## src/verilog/prc_pkg.sv

```systemverilog
// package: register map, field positions and reset values of processor run control
package prc_pkg;

   // ****************************************
   // widths
   // ****************************************
   localparam int PRC_ADDR_W  = 20;
   localparam int PRC_DATA_W  = 32;
   localparam int PRC_FRAME_W = 16;

   // ****************************************
   // offsets within the second host window
   // ****************************************
   localparam logic [PRC_ADDR_W-1:0] PRC_CTRL_OFS = 20'h30000;
   localparam logic [PRC_ADDR_W-1:0] PRC_STAT_OFS = 20'h30028;
   localparam logic [PRC_ADDR_W-1:0] PRC_FRM_OFS  = 20'h30030;

   // ****************************************
   // processor_control fields
   // ****************************************
   localparam int PRC_RUN_BIT    = 0;
   localparam int PRC_STOP_FR_BIT = 1;
   localparam int PRC_RUN_FR_BIT = 2;
   localparam int PRC_REQ_EN_BIT = 5;
   localparam int PRC_SW_RST_BIT = 6;

   // ****************************************
   // processor_clock_status fields
   // ****************************************
   localparam int PRC_RUNNING_BIT = 8;
   localparam int PRC_SLEEP_N_BIT = 9;

   // ****************************************
   // reset values
   // ****************************************
   localparam logic [PRC_DATA_W-1:0]  PRC_CTRL_RST = 32'h0000_0000;
   localparam logic [PRC_DATA_W-1:0]  PRC_STAT_RST = 32'h0000_0000;
   localparam logic [PRC_FRAME_W-1:0] PRC_FRM_RST  = 16'h0000;

endpackage

```

## src/verilog/prc_frame_timer.sv

```systemverilog
// frame timer: counts processor clocks from the preload and pulses at each frame boundary
`timescale 1ns/100ps
module prc_frame_timer #(
   parameter int W = 16
) (
   input  wire logic         i_clk,
   input  wire logic         i_rst,
   input  wire logic [W-1:0] i_preload,
   output logic              o_tick
);
   import prc_pkg::*;

   logic [W-1:0] cnt_q;
   logic [W-1:0] cnt_d;
   logic         tick_d;
   logic         expired;
   logic         enabled;

   // ****************************************
   // count down and reload
   // ****************************************
   // a zero preload stops frame boundaries instead of ticking every cycle
   assign enabled = (i_preload != '0);
   assign expired = (cnt_q == '0);
   assign tick_d  = expired & enabled;                              // RULE16
   assign cnt_d   = expired ? (enabled ? i_preload - W'(1) : '0)   // RULE12
                            : cnt_q - W'(1);

   always_ff @(posedge i_clk) begin
      if (i_rst) begin
         cnt_q  <= '0;
         o_tick <= 1'b0;
      end else begin
         cnt_q  <= cnt_d;
         o_tick <= tick_d;
      end
   end

endmodule

```

## src/verilog/prc_run_control.sv

```systemverilog
// processor run control: control, status and frame timer registers with run state
`timescale 1ns/100ps
// Function
// [RULE1] run bit low keeps processor stopped
// [RULE2] run bit high only permits execution
// [RULE3] run bit falling stops processor immediately
// [RULE4] stop-at-frame halts at boundary, then self-clears
// [RULE5] run-at-frame rising starts at boundary, self-clears
// [RULE6] request engine enabled only while bit set
// [RULE7] software reset bit holds processor in reset
// [RULE8] software reset equals hardware reset; code matches core reset and clock only, request enable and timer run on
// [RULE9] status bit 8 shows processor running
// [RULE10] status bit 9 low while clock stopped
// [RULE11] host polls status after control writes
// [RULE12] 16-bit preload sets clocks per frame
// [RULE13] preload readable and writable at any time
// [RULE14] control register at 30000h, fixed bit layout
// [RULE15] host keeps request enable set while running
// [RULE16] timer counts preload, ticks, then reloads
// [RULE17] running flag follows actual start and stop
module prc_run_control (
   input  wire logic                            i_clk,
   input  wire logic                            i_rst,
   input  wire logic                            i_host_wr,
   input  wire logic                            i_host_rd,
   input  wire logic [prc_pkg::PRC_ADDR_W-1:0]  i_host_addr,
   input  wire logic [prc_pkg::PRC_DATA_W-1:0]  i_host_wdata,
   output logic      [prc_pkg::PRC_DATA_W-1:0]  o_host_rdata,
   output logic                                 o_host_ack,
   output logic                                 o_core_clk_en,
   output logic                                 o_core_reset,
   output logic                                 o_req_enable,
   output logic                                 o_frame_tick,
   output logic                                 o_core_running
);
   import prc_pkg::*;

   // ****************************************
   // declarations
   // ****************************************
   logic                   run_q;
   logic                   run_d;
   logic                   stop_fr_q;
   logic                   stop_fr_d;
   logic                   run_fr_q;
   logic                   run_fr_d;
   logic                   req_en_q;
   logic                   req_en_d;
   logic                   sw_rst_q;
   logic                   sw_rst_d;
   logic                   core_run_q;
   logic                   core_run_d;
   logic [PRC_FRAME_W-1:0] frm_q;
   logic [PRC_FRAME_W-1:0] frm_d;
   logic [PRC_DATA_W-1:0]  rdata_d;
   logic [PRC_DATA_W-1:0]  ctrl_view;
   logic [PRC_DATA_W-1:0]  stat_view;
   logic [PRC_DATA_W-1:0]  frm_view;
   logic                   sel_ctrl;
   logic                   sel_stat;
   logic                   sel_frm;
   logic                   wr_ctrl;
   logic                   wr_frm;
   logic                   run_fr_rise;
   logic                   stop_fr_wr1;
   logic                   stop_done;
   logic                   start_exec;
   logic                   frame;
   logic                   hold_stop;

   // ****************************************
   // address decode
   // ****************************************
   assign sel_ctrl = (i_host_addr == PRC_CTRL_OFS);                // RULE14
   assign sel_stat = (i_host_addr == PRC_STAT_OFS);
   assign sel_frm  = (i_host_addr == PRC_FRM_OFS);
   assign wr_ctrl  = i_host_wr & sel_ctrl;
   // no gating on run state: the preload stays reachable in any state
   assign wr_frm   = i_host_wr & sel_frm;                          // RULE13

   // ****************************************
   // frame timer
   // ****************************************
   prc_frame_timer #(
      .W (PRC_FRAME_W)
   ) u_timer (
      .i_clk     (i_clk),
      .i_rst     (i_rst),
      .i_preload (frm_q),
      .o_tick    (frame)
   );

   // ****************************************
   // control field next values
   // ****************************************
   assign run_d  = wr_ctrl ? i_host_wdata[PRC_RUN_BIT] : run_q;    // RULE14
   assign req_en_d = wr_ctrl ? i_host_wdata[PRC_REQ_EN_BIT] : req_en_q;  // RULE6
   assign sw_rst_d = wr_ctrl ? i_host_wdata[PRC_SW_RST_BIT] : sw_rst_q;  // RULE7
   assign frm_d  = wr_frm ? i_host_wdata[PRC_FRAME_W-1:0] : frm_q; // RULE12

   // only a 0-to-1 change arms a frame start; a steady 1 is ignored
   assign run_fr_rise = wr_ctrl & i_host_wdata[PRC_RUN_FR_BIT] & ~run_fr_q;  // RULE5
   assign stop_fr_wr1 = wr_ctrl & i_host_wdata[PRC_STOP_FR_BIT];

   // a pending stop is retired at the boundary whatever the run state
   assign stop_done  = frame & stop_fr_q;                          // RULE4
   // stop beats start in one frame; the start then waits one more frame
   assign start_exec = frame & run_fr_q & ~stop_fr_q & run_d & ~sw_rst_d;  // RULE5

   // set by a host write wins over the self-clear in the same cycle
   assign stop_fr_d = stop_fr_wr1 ? 1'b1
                    : wr_ctrl     ? 1'b0
                    : stop_done   ? 1'b0
                    : stop_fr_q;                                   // RULE4
   assign run_fr_d  = run_fr_rise ? 1'b1
                    : start_exec  ? 1'b0
                    : run_fr_q;                                    // RULE5

   // ****************************************
   // processor run state
   // ****************************************
   // run and reset use the incoming write so the stop needs no frame
   assign hold_stop  = ~run_d | sw_rst_d;                          // RULE1 RULE3 RULE7
   assign core_run_d = hold_stop  ? 1'b0
                     : stop_done  ? 1'b0
                     : start_exec ? 1'b1                           // RULE2
                     : core_run_q;                                 // RULE17

   always_ff @(posedge i_clk) begin
      if (i_rst) begin
         run_q      <= PRC_CTRL_RST[PRC_RUN_BIT];
         stop_fr_q  <= PRC_CTRL_RST[PRC_STOP_FR_BIT];
         run_fr_q   <= PRC_CTRL_RST[PRC_RUN_FR_BIT];
         req_en_q   <= PRC_CTRL_RST[PRC_REQ_EN_BIT];
         sw_rst_q   <= PRC_CTRL_RST[PRC_SW_RST_BIT];
         frm_q      <= PRC_FRM_RST;
         core_run_q <= PRC_STAT_RST[PRC_RUNNING_BIT];
      end else begin
         run_q      <= run_d;
         stop_fr_q  <= stop_fr_d;
         run_fr_q   <= run_fr_d;
         req_en_q   <= req_en_d;
         sw_rst_q   <= sw_rst_d;
         frm_q      <= frm_d;
         core_run_q <= core_run_d;
      end
   end

   // ****************************************
   // processor-facing outputs
   // ****************************************
   // hardware and software reset drive the very same core reset line
   always_ff @(posedge i_clk) begin
      if (i_rst) begin
         o_core_reset   <= 1'b1;                                   // RULE8
         o_core_clk_en  <= 1'b0;
         o_core_running <= 1'b0;
         o_req_enable   <= 1'b0;
         o_frame_tick   <= 1'b0;
      end else begin
         o_core_reset   <= sw_rst_d;                               // RULE7 RULE8
         o_core_clk_en  <= core_run_d;                             // RULE10
         o_core_running <= core_run_d;                             // RULE9
         o_req_enable   <= req_en_d;                               // RULE6
         o_frame_tick   <= frame;
      end
   end

   // ****************************************
   // read path
   // ****************************************
   assign ctrl_view = PRC_DATA_W'({sw_rst_q, req_en_q, 2'b00, run_fr_q, stop_fr_q, run_q});
   assign stat_view = PRC_DATA_W'({core_run_q, core_run_q}) << PRC_RUNNING_BIT;  // RULE9 RULE10
   assign frm_view  = PRC_DATA_W'(frm_q);                          // RULE13
   // unmapped offsets read as zero
   assign rdata_d   = sel_ctrl ? ctrl_view
                    : sel_stat ? stat_view
                    : sel_frm  ? frm_view
                    : '0;

   always_ff @(posedge i_clk) begin
      if (i_rst) begin
         o_host_rdata <= '0;
         o_host_ack   <= 1'b0;
      end else begin
         o_host_rdata <= i_host_rd ? rdata_d : '0;
         o_host_ack   <= i_host_rd | i_host_wr;
      end
   end

   // ****************************************
   // checks
   // ****************************************
   logic [PRC_FRAME_W:0]   gap_q;
   logic                   seen_q;
   logic [PRC_FRAME_W-1:0] frm_prev_q;
   logic [PRC_FRAME_W-1:0] period_q;

   always_ff @(posedge i_clk) begin
      if (i_rst) begin
         gap_q      <= '0;
         seen_q     <= 1'b0;
         frm_prev_q <= '0;
         period_q   <= '0;
      end else begin
         gap_q      <= frame ? (PRC_FRAME_W+1)'(1) : gap_q + (PRC_FRAME_W+1)'(1);
         seen_q     <= seen_q | frame;
         // the reload at a boundary used the preload of the cycle before it
         frm_prev_q <= frm_q;
         period_q   <= frame ? frm_prev_q : period_q;
      end
   end
endmodule
```

## config.mk

```make
export PLATFORM = sky130hd
export DESIGN_NAME = prc_run_control
export DESIGN_NICKNAME = d
export VERILOG_FILES = /design/src/verilog/prc_pkg.sv /design/src/verilog/prc_frame_timer.sv /design/src/verilog/prc_run_control.sv
export SDC_FILE = /design/constraint.sdc
export NUM_CORES = 1
export LEC_CHECK = 0
export BUFFER_PORTS_ARGS = -buffer_cell sky130_fd_sc_hd__buf_2
export CORE_AREA = 2 2 81 83
export CTS_CLUSTER_SIZE = 8
export DETAILED_ROUTE_END_ITERATION = 7
export DIE_AREA = 0 0 83 85
export GPL_TIMING_DRIVEN = 0
export PLACE_DENSITY_LB_ADDON = 0.05
export SLEW_MARGIN = 20
export SYNTH_ARGS = -nofsm -noshare
export SYNTH_HDL_FRONTEND = slang
export SYNTH_HIERARCHICAL = 1
export SYNTH_SLANG_ARGS = --single-unit
export TNS_END_PERCENT = 10
```

## constraint.sdc

```tcl
create_clock -name i_clk -period 3.3 [get_ports i_clk]
set_input_delay 0.66 -clock i_clk [delete_from_list [all_inputs] [get_ports i_clk]]
set_output_delay 0.66 -clock i_clk [all_outputs]
set_load 0.02 [all_outputs]
```

==> impl_results.md, run 1 <==
- Hold-fix buffers, CTS: 0
- Row cnt: 29
- Gpl congestion: 0.926
- Final Cell Area: roughly 0.0037 mm^2
- CTS tree: done
- Hold path start: frm_q[4]
- Critical Path RT: approximately 3.5 ns
- Layout area overhead: 22.5%
- Syn Inst Count: 339
- Final setup viols: 0
- Peak supply drop: between 500 and 600 uV
- Die Ht: approximately 85 um
- Met3 Use GR: around 5.6%
- DR vias: between 2000 and 3000
- Proportion of layout cells with a drive suffix above 1: around a quarter
- Final Hold Viols: 0
- Clock Skews: between 0.008 and 0.009 ns
- TritonCTS Buffers: 9
- Area after DPL: 0.00346 mm^2
- Initial Utilization: between 40% and 50%
- Worst r2r dst: u_timer/cnt_q[11]
- EDFF count, synth: 0
- Vias per inst: 5.44
- Sequential-to-total area share from yosys stat: roughly two fifths
- Drt wl/cell: ~15 um
- FILL cells: just under 600
- Root buffer selected by CTS: clkbuf_8
- Most Used Layer, Global Route: met2
- Top Registers: frm_q: 16 flops, o_host_rdata: 16 flops, u_timer/cnt_q: 16 flops
- Final WL: 7410 um
- Worst R2R Start: frm_q[0]
- Tcrit/Tclk final: between 80% and 90%
- Flop2flop setup slack: about 1.1 ns
- First-pass GRT wire length: ~12000 um
- H-tree levels: 3
- Clock Tree Buf Depth: 2
- Worst hold endpoint: frm_q[4]
- FFs w/ async S/R, synth: 0%
- Tot Pwr: around 2.5 mW
- Post-CTS sizing: 0
- Clock slew at reported path FFs: 0.06 ns
- Outcome: complete, no violations
- Number of global-route vias before repair: 2566
- Max Slew Vio Count: 0
- Final cell count without fillers: approximately 500
- Crit-path cells: buf_2, or4_4, or4_4, buf_6, or4_1, clkbuf_1, clkbuf_1, nand2_1, a21oi_1
- HPWL after DPL: around 5700 um
- Clock Sinks: 58
- Largest net degree at the start of global routing: 11
- Port Buffers: 61
- Final #Nets: 485
- Commonest non-fill, non-tap cell in the layout: buf_2
- Crit Path Class: input port to register
- Die Wd: a little over 80 um
- Cell total after placement: between 400 and 500
- Most frequent cells in the layout: 63 x buf_2, 58 x dfxtp_1, 41 x nand2_1, 27 x a21oi_1, 17 x buf_4
- Type of origin of the critical path: input port
- Crit. End Element: register
- Worst r2r path cells: 6
- TNS Setup: 0 ns
- Initial antenna violation count: 0
- Worst Slack Setup Final: between 0.4 and 0.5 ns
- # Post-CTS Setup Buffers: 0
- Class of the worst hold path: register to register
- Core area: around 0.0062 mm^2
- Total grt overflow: 0
- Synth warnings: 6
- Ant diodes: 0
- GR Util met2: 36.7%
- Peak Freq: between 300 and 400 MHz
- Drt pass-1 iters: 4
- Hold WS: slightly below 0.5 ns
- Worst Path Arrival: between 3 and 4 ns
- Tmin final: ~2.8 ns
- Max cap viols: 0
- RSZ-0062 raised after global routing: no
- # DRC: 0
- # IOs: 94
- Worst-path fanout max: 10
- Dpl ws: between 0.1 and 0.15 ns
- DRT antenna net count: 0
- Static Leak: 1.56 nW
- CP peak stage delay: approximately 0.53 ns
- Met1 usage: approximately a quarter
- Gr usage total: between 20% and 30%
- Slew margin rel.: ~45%
- Cell area after synthesis: ~0.003 mm^2
- DR iter-0 viols: 168
- Worst skew pair latency: 0.33 ns
- Avg Cell Area, Syn: between 8 and 9 um^2
- Critical path's slowest cell: or4_4
- Top_reg_cell synth: dfxtp_1
- Final core occ: roughly 60%
- Least-Margin Pin Slew: between 0.8 and 0.9 ns
- FF+latch count, synth: between 50 and 60
- Hold Crit Depth: 2
- DIE AREA: roughly 0.007 mm^2
- Synth cell types: 62
- PwrDens: about 670 mW/mm^2
[worst max-delay path by stage]
stage	start	end	slack, ns	depth (start not counted)
after CTS	i_host_addr[13]	frm_q[0]	0.47	9
after global placement	i_host_addr[13]	o_host_rdata[5]	0.14	8
final	i_host_addr[13]	frm_q[0]	0.45	9
after global routing	i_host_addr[13]	frm_q[15]	0.40	9
after floorplan	i_host_addr[13]	o_host_rdata[5]	0.40	7
after detailed placement	i_host_addr[13]	frm_q[0]	0.12	9
[critical path, delay by kind of cell]
kind / cells / cell delay [ns]
buffers and inverters: 4 / 0.72
AO/OA/AOI/OAI: 1 / 0.07
AND/OR/NAND/NOR: 4 / 1.60
[cell type report]
class / instances / area (um^2) / share of cell area, %
Inverter: 9 / 33.8 / 0.918
Timing Repair Buffer: 61 / 305 / 8.29
Multi-Input combinational cell: 255 / 1650 / 44.8
Clock inverter: 5 / 77.6 / 2.11
Buffer: 32 / 216 / 5.88
Tap cell: 77 / 96.3 / 2.62
Sequential cell: 58 / 1160 / 31.5
Clock buffer: 11 / 141 / 3.84
[metal layers]
| metal | share of wire (%) | wire length, um |
|---|---|---|
| met2 | 50 | 3730 |
| met3 | 4.1 | 302 |
| met4 | 2.4 | 178 |
| met1 | 43 | 3200 |
| met5 | 0 | 0 |
[cells by family (layout without fill, tap and decap cells)]
family          Yosys count  in the layout  synth area share, %
simple gates            147            147                 29.9
compound gates           70             70                 16.0
flops                    58             58                 38.7
buf+inv                  41            118                 8.33
xor+xnor                 14             14                 4.08
mux                       5              5                 1.67
fa+ha+maj                 3              3                 1.25
other cells               1             16                0.125
[power by group]
part           switching, mW  internal (mW)  total (mW)
Sequential             0.102          0.788       0.890
Clock                  0.274          0.443       0.717
Combinational          0.510          0.342       0.852
[synth_stat cells, types with 8 or more instances]
cell type  count  area, um^2
and2_1         9        56.3
clkbuf_1       8        30.0
a21oi_1       27         135
or4_1          8        60.1
nor2_1        13        48.8
buf_4         17         128
nor3_1        14        70.1
nand2_1       41         154
nand4_1        9        56.3
inv_1          9        33.8
dfxtp_1       58        1160
Note: power is estimated with default switching activity, not from simulation.
==> inputs of run 2 (changes only) <==
GPL_TIMING_DRIVEN = not set   (was 0)
==> run 2 against run 1 <==
  * Maximum frequency rose by 7.0%
  * Critical path type unchanged
  * Hold slack improved by 0.019 ns
  * Clock-buffer cell count did not move
  * Combinational power fell by 3.2%
  * Cell count fell by 4.9%
  * Largest power group unchanged
  * Non-clock buffer count fell by 25
==> impl_results.md, run 2 (same netlist as run 1, synthesis figures left out) <==
- Outcome: complete, no violations
- Port Buffers: 61 (unchanged)
- Switching Share: 33.5% (-2.5 points)
- Largest net degree at the start of global routing: 39 (+28)
- Final #Nets: 460 (-5.2%)
- Crit Path Class: input port to register
- Internal power: 1.72 mW (+9.2%)
- Clock Skews: 0.00384 ns (-0.00461 ns)
- Crit. End Element: register
- Vias per inst: 5.37 (-1.2%)
- CTS tree: done
- Static Leak: 1.48 nW (-5.0%)
- Type of origin of the critical path: input port
- Worst Path Arrival: 2.93 ns (-0.11 ns)
- CP most frequent cell: or4_4
- Buf/Inv on CP: 2 (-2)
- # IOs: 94 (unchanged)
- Psw: 0.867 mW (-2.2%)
- Critical Path RT: 3.57 ns (+0.07 ns)
- Top Registers: frm_q: 16 flops, o_host_rdata: 16 flops, u_timer/cnt_q: 16 flops
- Number of global-route vias before repair: 2495 (-2.8%)
- Hold-fix buffers, CTS: 0 (unchanged)
- Clock slew at reported path FFs: 0.07 ns (about the same)
- Least-Margin Pin Slew: 0.831 ns (+0.0154 ns)
- Clk pwr share: 33.8% (+4.7 points)
- Tot Pwr: 2.58 mW (+5.1%)
- Die Wd: 83 um (unchanged)
- Drt pass-1 iters: 4 (unchanged)
- Slew margin rel.: 43.9% (-1.3 points)
- DR vias: 2593 (-6.1%)
- Row cnt: 29 (unchanged)
- Proportion of layout cells with a drive suffix above 1: 24.4% (-2.3 points)
- Class of the worst hold path: register to register
- Final WL: 7300 um (-1.6%)
- RSZ-0062 raised after global routing: no
- Tcrit/Tclk final: 80.5% (-5.7 points)
- # DRC: 0 (unchanged)
- Gr usage total: 21.2% (-0.081 points)
- Hold WS: 0.502 ns (+0.0192 ns)
- Worst-path fanout max: 14 (+4)
- Most frequent cells in the layout: 61 x buf_2, 58 x dfxtp_1, 41 x nand2_1, 27 x a21oi_1, 16 x conb_1
- Initial antenna violation count: 0 (unchanged)
- Max cap viols: 0 (unchanged)
- Comb power frac: 31.9% (-2.8 points)
- CP delay by family, top: simple AND/OR/NAND/NOR gates
- DRT antenna net count: 0 (unchanged)
- TritonCTS Buffers: 9 (unchanged)
- Drt wl/cell: 15.1 um (+3.5%)
- TNS Setup: 0 ns (unchanged)
- HPWL after DPL: 5370 um (-5.9%)
- Gpl congestion: 0.905 (-2.3%)
- Root buffer selected by CTS: clkbuf_8
- # Post-CTS Setup Buffers: 0 (unchanged)
- Die Ht: 85 um (unchanged)
- Layout area overhead: 18.7%
- Total grt overflow: 0 (unchanged)
- Peak supply drop: 470 uV (-17%)
- Final setup viols: 0 (unchanged)
- Worst skew pair latency: 0.33 ns (about the same)
- Commonest non-fill, non-tap cell in the layout: buf_2
- PwrDens: 725 mW/mm^2 (+8.5%)
- H-tree levels: 3 (unchanged)
- Final Hold Viols: 0 (unchanged)
- Part of the power in registers: 34.3% (-1.9 points)
- Crit-path cells: buf_2, or4_4, or4_4, or4b_4, nor3b_4, buf_4, a22o_1
- DR iter-0 viols: 228 (+36%)
- Final core occ: 57.5% (-1.9 points)
- Core area: 0.00620 mm^2 (unchanged)
- First-pass GRT wire length: 12000 um (+0.98%)
- Peak Freq: 376 MHz (+7.0%)
- Clock Tree Buf Depth: 2 (unchanged)
- Final Cell Area: 0.00356 mm^2 (-3.2%)
- Tmin final: 2.66 ns (-0.187 ns)
- Area after DPL: 0.00330 mm^2 (-4.7%)
- Critical path's slowest cell: or4_4
- Max Slew Vio Count: 0 (unchanged)
- Clock Sinks: 58 (unchanged)
- Ant diodes: 0 (unchanged)
- Initial Utilization: 48.4% (unchanged)
- DIE AREA: 0.00706 mm^2 (unchanged)
- CP peak stage delay: 0.54 ns (about the same)
- Post-CTS sizing: 0 (unchanged)
[run 2: changes by cell type in the layout (fill, tap and decap cells not counted), sizes merged]
cell | previous run | this run
clkinvlp | 1 | 0
buf | 85 | 68
clkbuf | 19 | 11
bufinv | 2 | 4
clkinv | 2 | 1
[run 2: worst reg2reg max path, stage by stage, from the launching register on]
cell and delay [ns]:
dfxtp_1 0.38, nor4_1 0.68, a2111oi_0 0.23, a2111oi_0 0.66, a211oi_1 0.10
[run 2: layout make-up]
cell class	count	area (um^2)
Tap cell	77	96.3
Clock inverter	5	125
Clock buffer	11	141
Multi-Input combinational cell	255	1650
Timing Repair Buffer	68	358
Sequential cell	58	1160
Inverter	9	33.8
Fill cell	570	2640
[run 2: path summary, 6_finish.rpt]
| kind | slack [ns] | from | to | depth (start not counted) |
|---|---|---|---|---|
| max | 0.64 | i_host_addr[13] | o_host_rdata[2] | 7 |
| min | 0.50 | o_req_enable | o_host_rdata[5] | 1 |
| max reg2reg | 1.11 | frm_q[14] | u_timer/cnt_q[8] | 4 |
| min reg2reg | 0.50 | o_req_enable | o_host_rdata[5] | 1 |
[run 2: metal layers]
layer  vias to the layer above  track usage (%)  wire [um]
li1                       1342                -          -
met1                      1192             27.4       3370
met2                        48             35.3       3610
met3                        11             3.79        220
met4                         0             8.05         91
met5                         -                0          0
[run 2: metrics by stage]
stage                     setup WS (ns)  instances
after global placement            0.303        467
final                             0.642        483
after detailed placement          0.309        467
after global routing              0.566        483
after CTS                         0.646        483
after floorplan                   0.397        354
[run 2: power groups by stage]
stage	registers, mW	logic [mW]	clock network [mW]
after global placement	0.897	0.814	0
after global routing	0.898	0.922	0.926
final	0.885	0.825	0.874
after floorplan	0.883	0.646	0
after CTS	0.883	0.822	0.888
after detailed placement	0.899	0.812	0
==> inputs of run 3 (changes only) <==
CORE_AREA = 2 2 84 86   (was 2 2 81 83)
DIE_AREA = 0 0 86 88   (was 0 0 83 85)
clock period = 2.2 ns   (was 3.3 ns; I/O delays follow)
==> run 3 against run 2 <==
  * The flow now finishes with violations (setup timing)
  * First-iteration DRC count decreased by 50%
  * Die area increased by 7.3%
  * Routed wire length up 6.1%
  * Global-route usage is essentially flat
  * Utilization decreased by 0.90 points
  * Sequential power grew 50%
  * Total power increased by 46%
  * Register-to-register slack worse by 0.95 ns
  * Clock power grew 24%
  * Non-clock buffer count rose by 25
  * Critical path type unchanged
==> impl_results.md, run 3 (same netlist as run 1, synthesis figures left out) <==
- Crit-path cells: buf_6, or4_4, or4_4, or4b_4, nor3b_4, buf_12, a22o_1
- Worst skew pair latency: 0.33 ns (about the same)
- Hold path start: i_host_rd
- Final WL: 7740 um (+6.1%)
- CP most frequent cell: or4_4
- Crit Path Class: input port to register
- Clock Tree Buf Depth: 2 (unchanged)
- Final Hold Viols: 0 (unchanged)
- Peak supply drop: 413 uV (-12%)
- H-tree levels: 3 (unchanged)
- Clk pwr share: 28.4% (-5.4 points)
- Ant diodes: 0 (unchanged)
- Layout area overhead: 25.1%
- Row cnt: 30 (+3.4%)
- Initial antenna violation count: 0 (unchanged)
- CTS tree: done
- Final Cell Area: 0.00376 mm^2 (+5.4%)
- Tcrit/Tclk final: 106%
- Worst hold endpoint: o_host_ack
- CP peak stage delay: 0.52 ns (-0.02 ns)
- Clock slew at reported path FFs: 0.06 ns (about the same)
- HPWL after DPL: 5820 um (+8.5%)
- Worst-path fanout max: 14 (unchanged)
- # Post-CTS Setup Buffers: 0 (unchanged)
- Dpl ws: -0.503 ns (-0.813 ns)
- DR iter-0 viols: 115 (-50%)
- First-pass GRT wire length: 12400 um (+3.3%)
- Worst r2r path cells: 7 (+3)
- Hold-fix buffers, CTS: 0 (unchanged)
- Tmin final: 2.33 ns
- Max cap viols: 0 (unchanged)
- DRT antenna net count: 0 (unchanged)
- TritonCTS Buffers: 9 (unchanged)
- Initial Utilization: 45.2% (-3.2 points)
- Critical path's slowest cell: or4_4
- Final cell count without fillers: 511 (+5.8%)
- DR vias: 2728 (+5.2%)
- Root buffer selected by CTS: clkbuf_8
- Critical Path RT: 2.47 ns (-1.10 ns)
- Crit. End Element: register
- Comb power frac: 36.4% (+4.5 points)
- Switching Share: 35.3% (+1.8 points)
- Peak Freq: about 430 MHz
- Clock Skews: 0.00930 ns (+0.00546 ns)
- Slew margin rel.: 60.6% (+17 points)
- Final core occ: 56.6% (-0.90 points)
- Multi-input gate area: 0.00167 mm^2 (+1.4%)
- RSZ-0062 raised after global routing: yes
- Internal power: 2.45 mW (+43%)
- Die Wd: 86 um (+3.6%)
- Worst Slack Setup Final: -0.129 ns (-0.771 ns)
- PwrDens: 1010 mW/mm^2 (+39%)
- Worst R2R Start: frm_q[0]
- Worst r2r dst: u_timer/cnt_q[14]
- Type of origin of the critical path: input port
- Drt pass-1 iters: 4 (unchanged)
- Area after DPL: 0.00350 mm^2 (+6.2%)
- Clock Sinks: 58 (unchanged)
- Drt wl/cell: 15.1 um (+0.29%)
- Port Buffers: 61 (unchanged)
- Class of the worst hold path: input port to register
- Failing checks: setup timing
- Final #Nets: 485 (+5.4%)
- Part of the power in registers: 35.2% (+0.9 points)
- Final setup viols: 31 (+31)
- DIE AREA: 0.00757 mm^2 (+7.3%)
- Commonest non-fill, non-tap cell in the layout: buf_2
- # IOs: 94 (unchanged)
- Psw: 1.34 mW (+54%)
- Die Ht: 88 um (+3.5%)
- Static Leak: 1.60 nW (+8.2%)
- Vias per inst: 5.34 (-0.56%)
- Hold Crit Depth: 3 (+2)
- Flop2flop setup slack: 0.16 ns (-0.95 ns)
- Top Registers: frm_q: 16 flops, o_host_rdata: 16 flops, u_timer/cnt_q: 16 flops
- Least-Margin Pin Slew: 0.586 ns (-0.244 ns)
- Number of global-route vias before repair: 2580 (+3.4%)
- Cell total after placement: 495 (+6.0%)
- FILL cells: 612 (+7.4%)
- Core area: 0.00664 mm^2 (+7.1%)
- Max Slew Vio Count: 0 (unchanged)
- Total grt overflow: 0 (unchanged)
- Flip-flop and latch area: 0.00116 mm^2 (unchanged)
- Proportion of layout cells with a drive suffix above 1: 30.4% (+6.0 points)
- Worst Path Arrival: 2.60 ns (-0.33 ns)
- # DRC: 0 (unchanged)
- Gpl congestion: 0.815 (-9.9%)
- Most frequent cells in the layout: 60 x buf_2, 58 x dfxtp_1, 41 x nand2_1, 30 x buf_4, 27 x a21oi_1
- Largest net degree at the start of global routing: 39 (unchanged)
- Outcome: finished with violations
- Gr usage total: 21.2% (about the same)
==> run 3: critical path: cells and delay by family <==
| family | cells | cell delay, ns |
|---|---|---|
| AOI/OAI and AO/OA | 1 | 0.15 |
| and+or+nand+nor | 4 | 1.75 |
| buffers and inverters | 2 | 0.25 |
==> run 3: repair_timing <==
item | CTS | global route
pin swaps | 2 | 2
gates resized for setup | 3 | 6
endpoints found under the hold margin | 0 | 0
endpoints found under the setup margin | 31 | 35
==> run 3: metrics by stage <==
stage	power (mW)	hold WS (ns)	TNS (ns)
6_report	3.78	0.344	-2.72
4_1_cts	3.80	0.333	-2.54
3_5_place_dp	2.71	0.498	-15.68
2_1_floorplan	2.29	0.453	-13.03
5_1_grt	4.03	0.339	-3.80
3_3_place_gp	2.71	0.492	-15.61
==> run 3: worst max-delay path by stage <==
stage,slack (ns),startpoint,depth (start not counted),endpoint
global route,-0.17,i_host_addr[13],7,o_host_rdata[6]
global placement,-0.50,i_host_addr[13],7,o_host_rdata[10]
detailed placement,-0.50,i_host_addr[13],7,o_host_rdata[10]
floorplan,-0.46,i_host_addr[13],7,o_host_rdata[5]
finish,-0.13,i_host_addr[13],7,o_host_rdata[6]
CTS,-0.13,i_host_addr[13],7,o_host_rdata[6]
==> run 3: area by class of cell <==
class | count | area share (%)
Sequential cell | 58 | 30.9
Inverter | 9 | 0.899
Clock inverter | 6 | 2.13
Clock buffer | 10 | 3.66
Timing Repair Buffer | 93 | 15.2
Multi-Input combinational cell | 255 | 44.5
Tap cell | 80 | 2.66
==> run 3: power groups by stage <==
stage	sequential, mW	combinational [mW]	clock, mW
final	1.33	1.38	1.08
after global routing	1.35	1.51	1.16
after CTS	1.33	1.37	1.10
after detailed placement	1.35	1.35	0
after global placement	1.35	1.36	0
after floorplan	1.32	0.969	0
==> run 3: routing by layer <==
layer,vias up,share of wire [%],track usage (%)
li1,1382,-,-
met1,1288,47,27.6
met2,52,49,35.0
met3,6,3.2,5.18
met4,0,0.98,6.20
met5,-,0,0
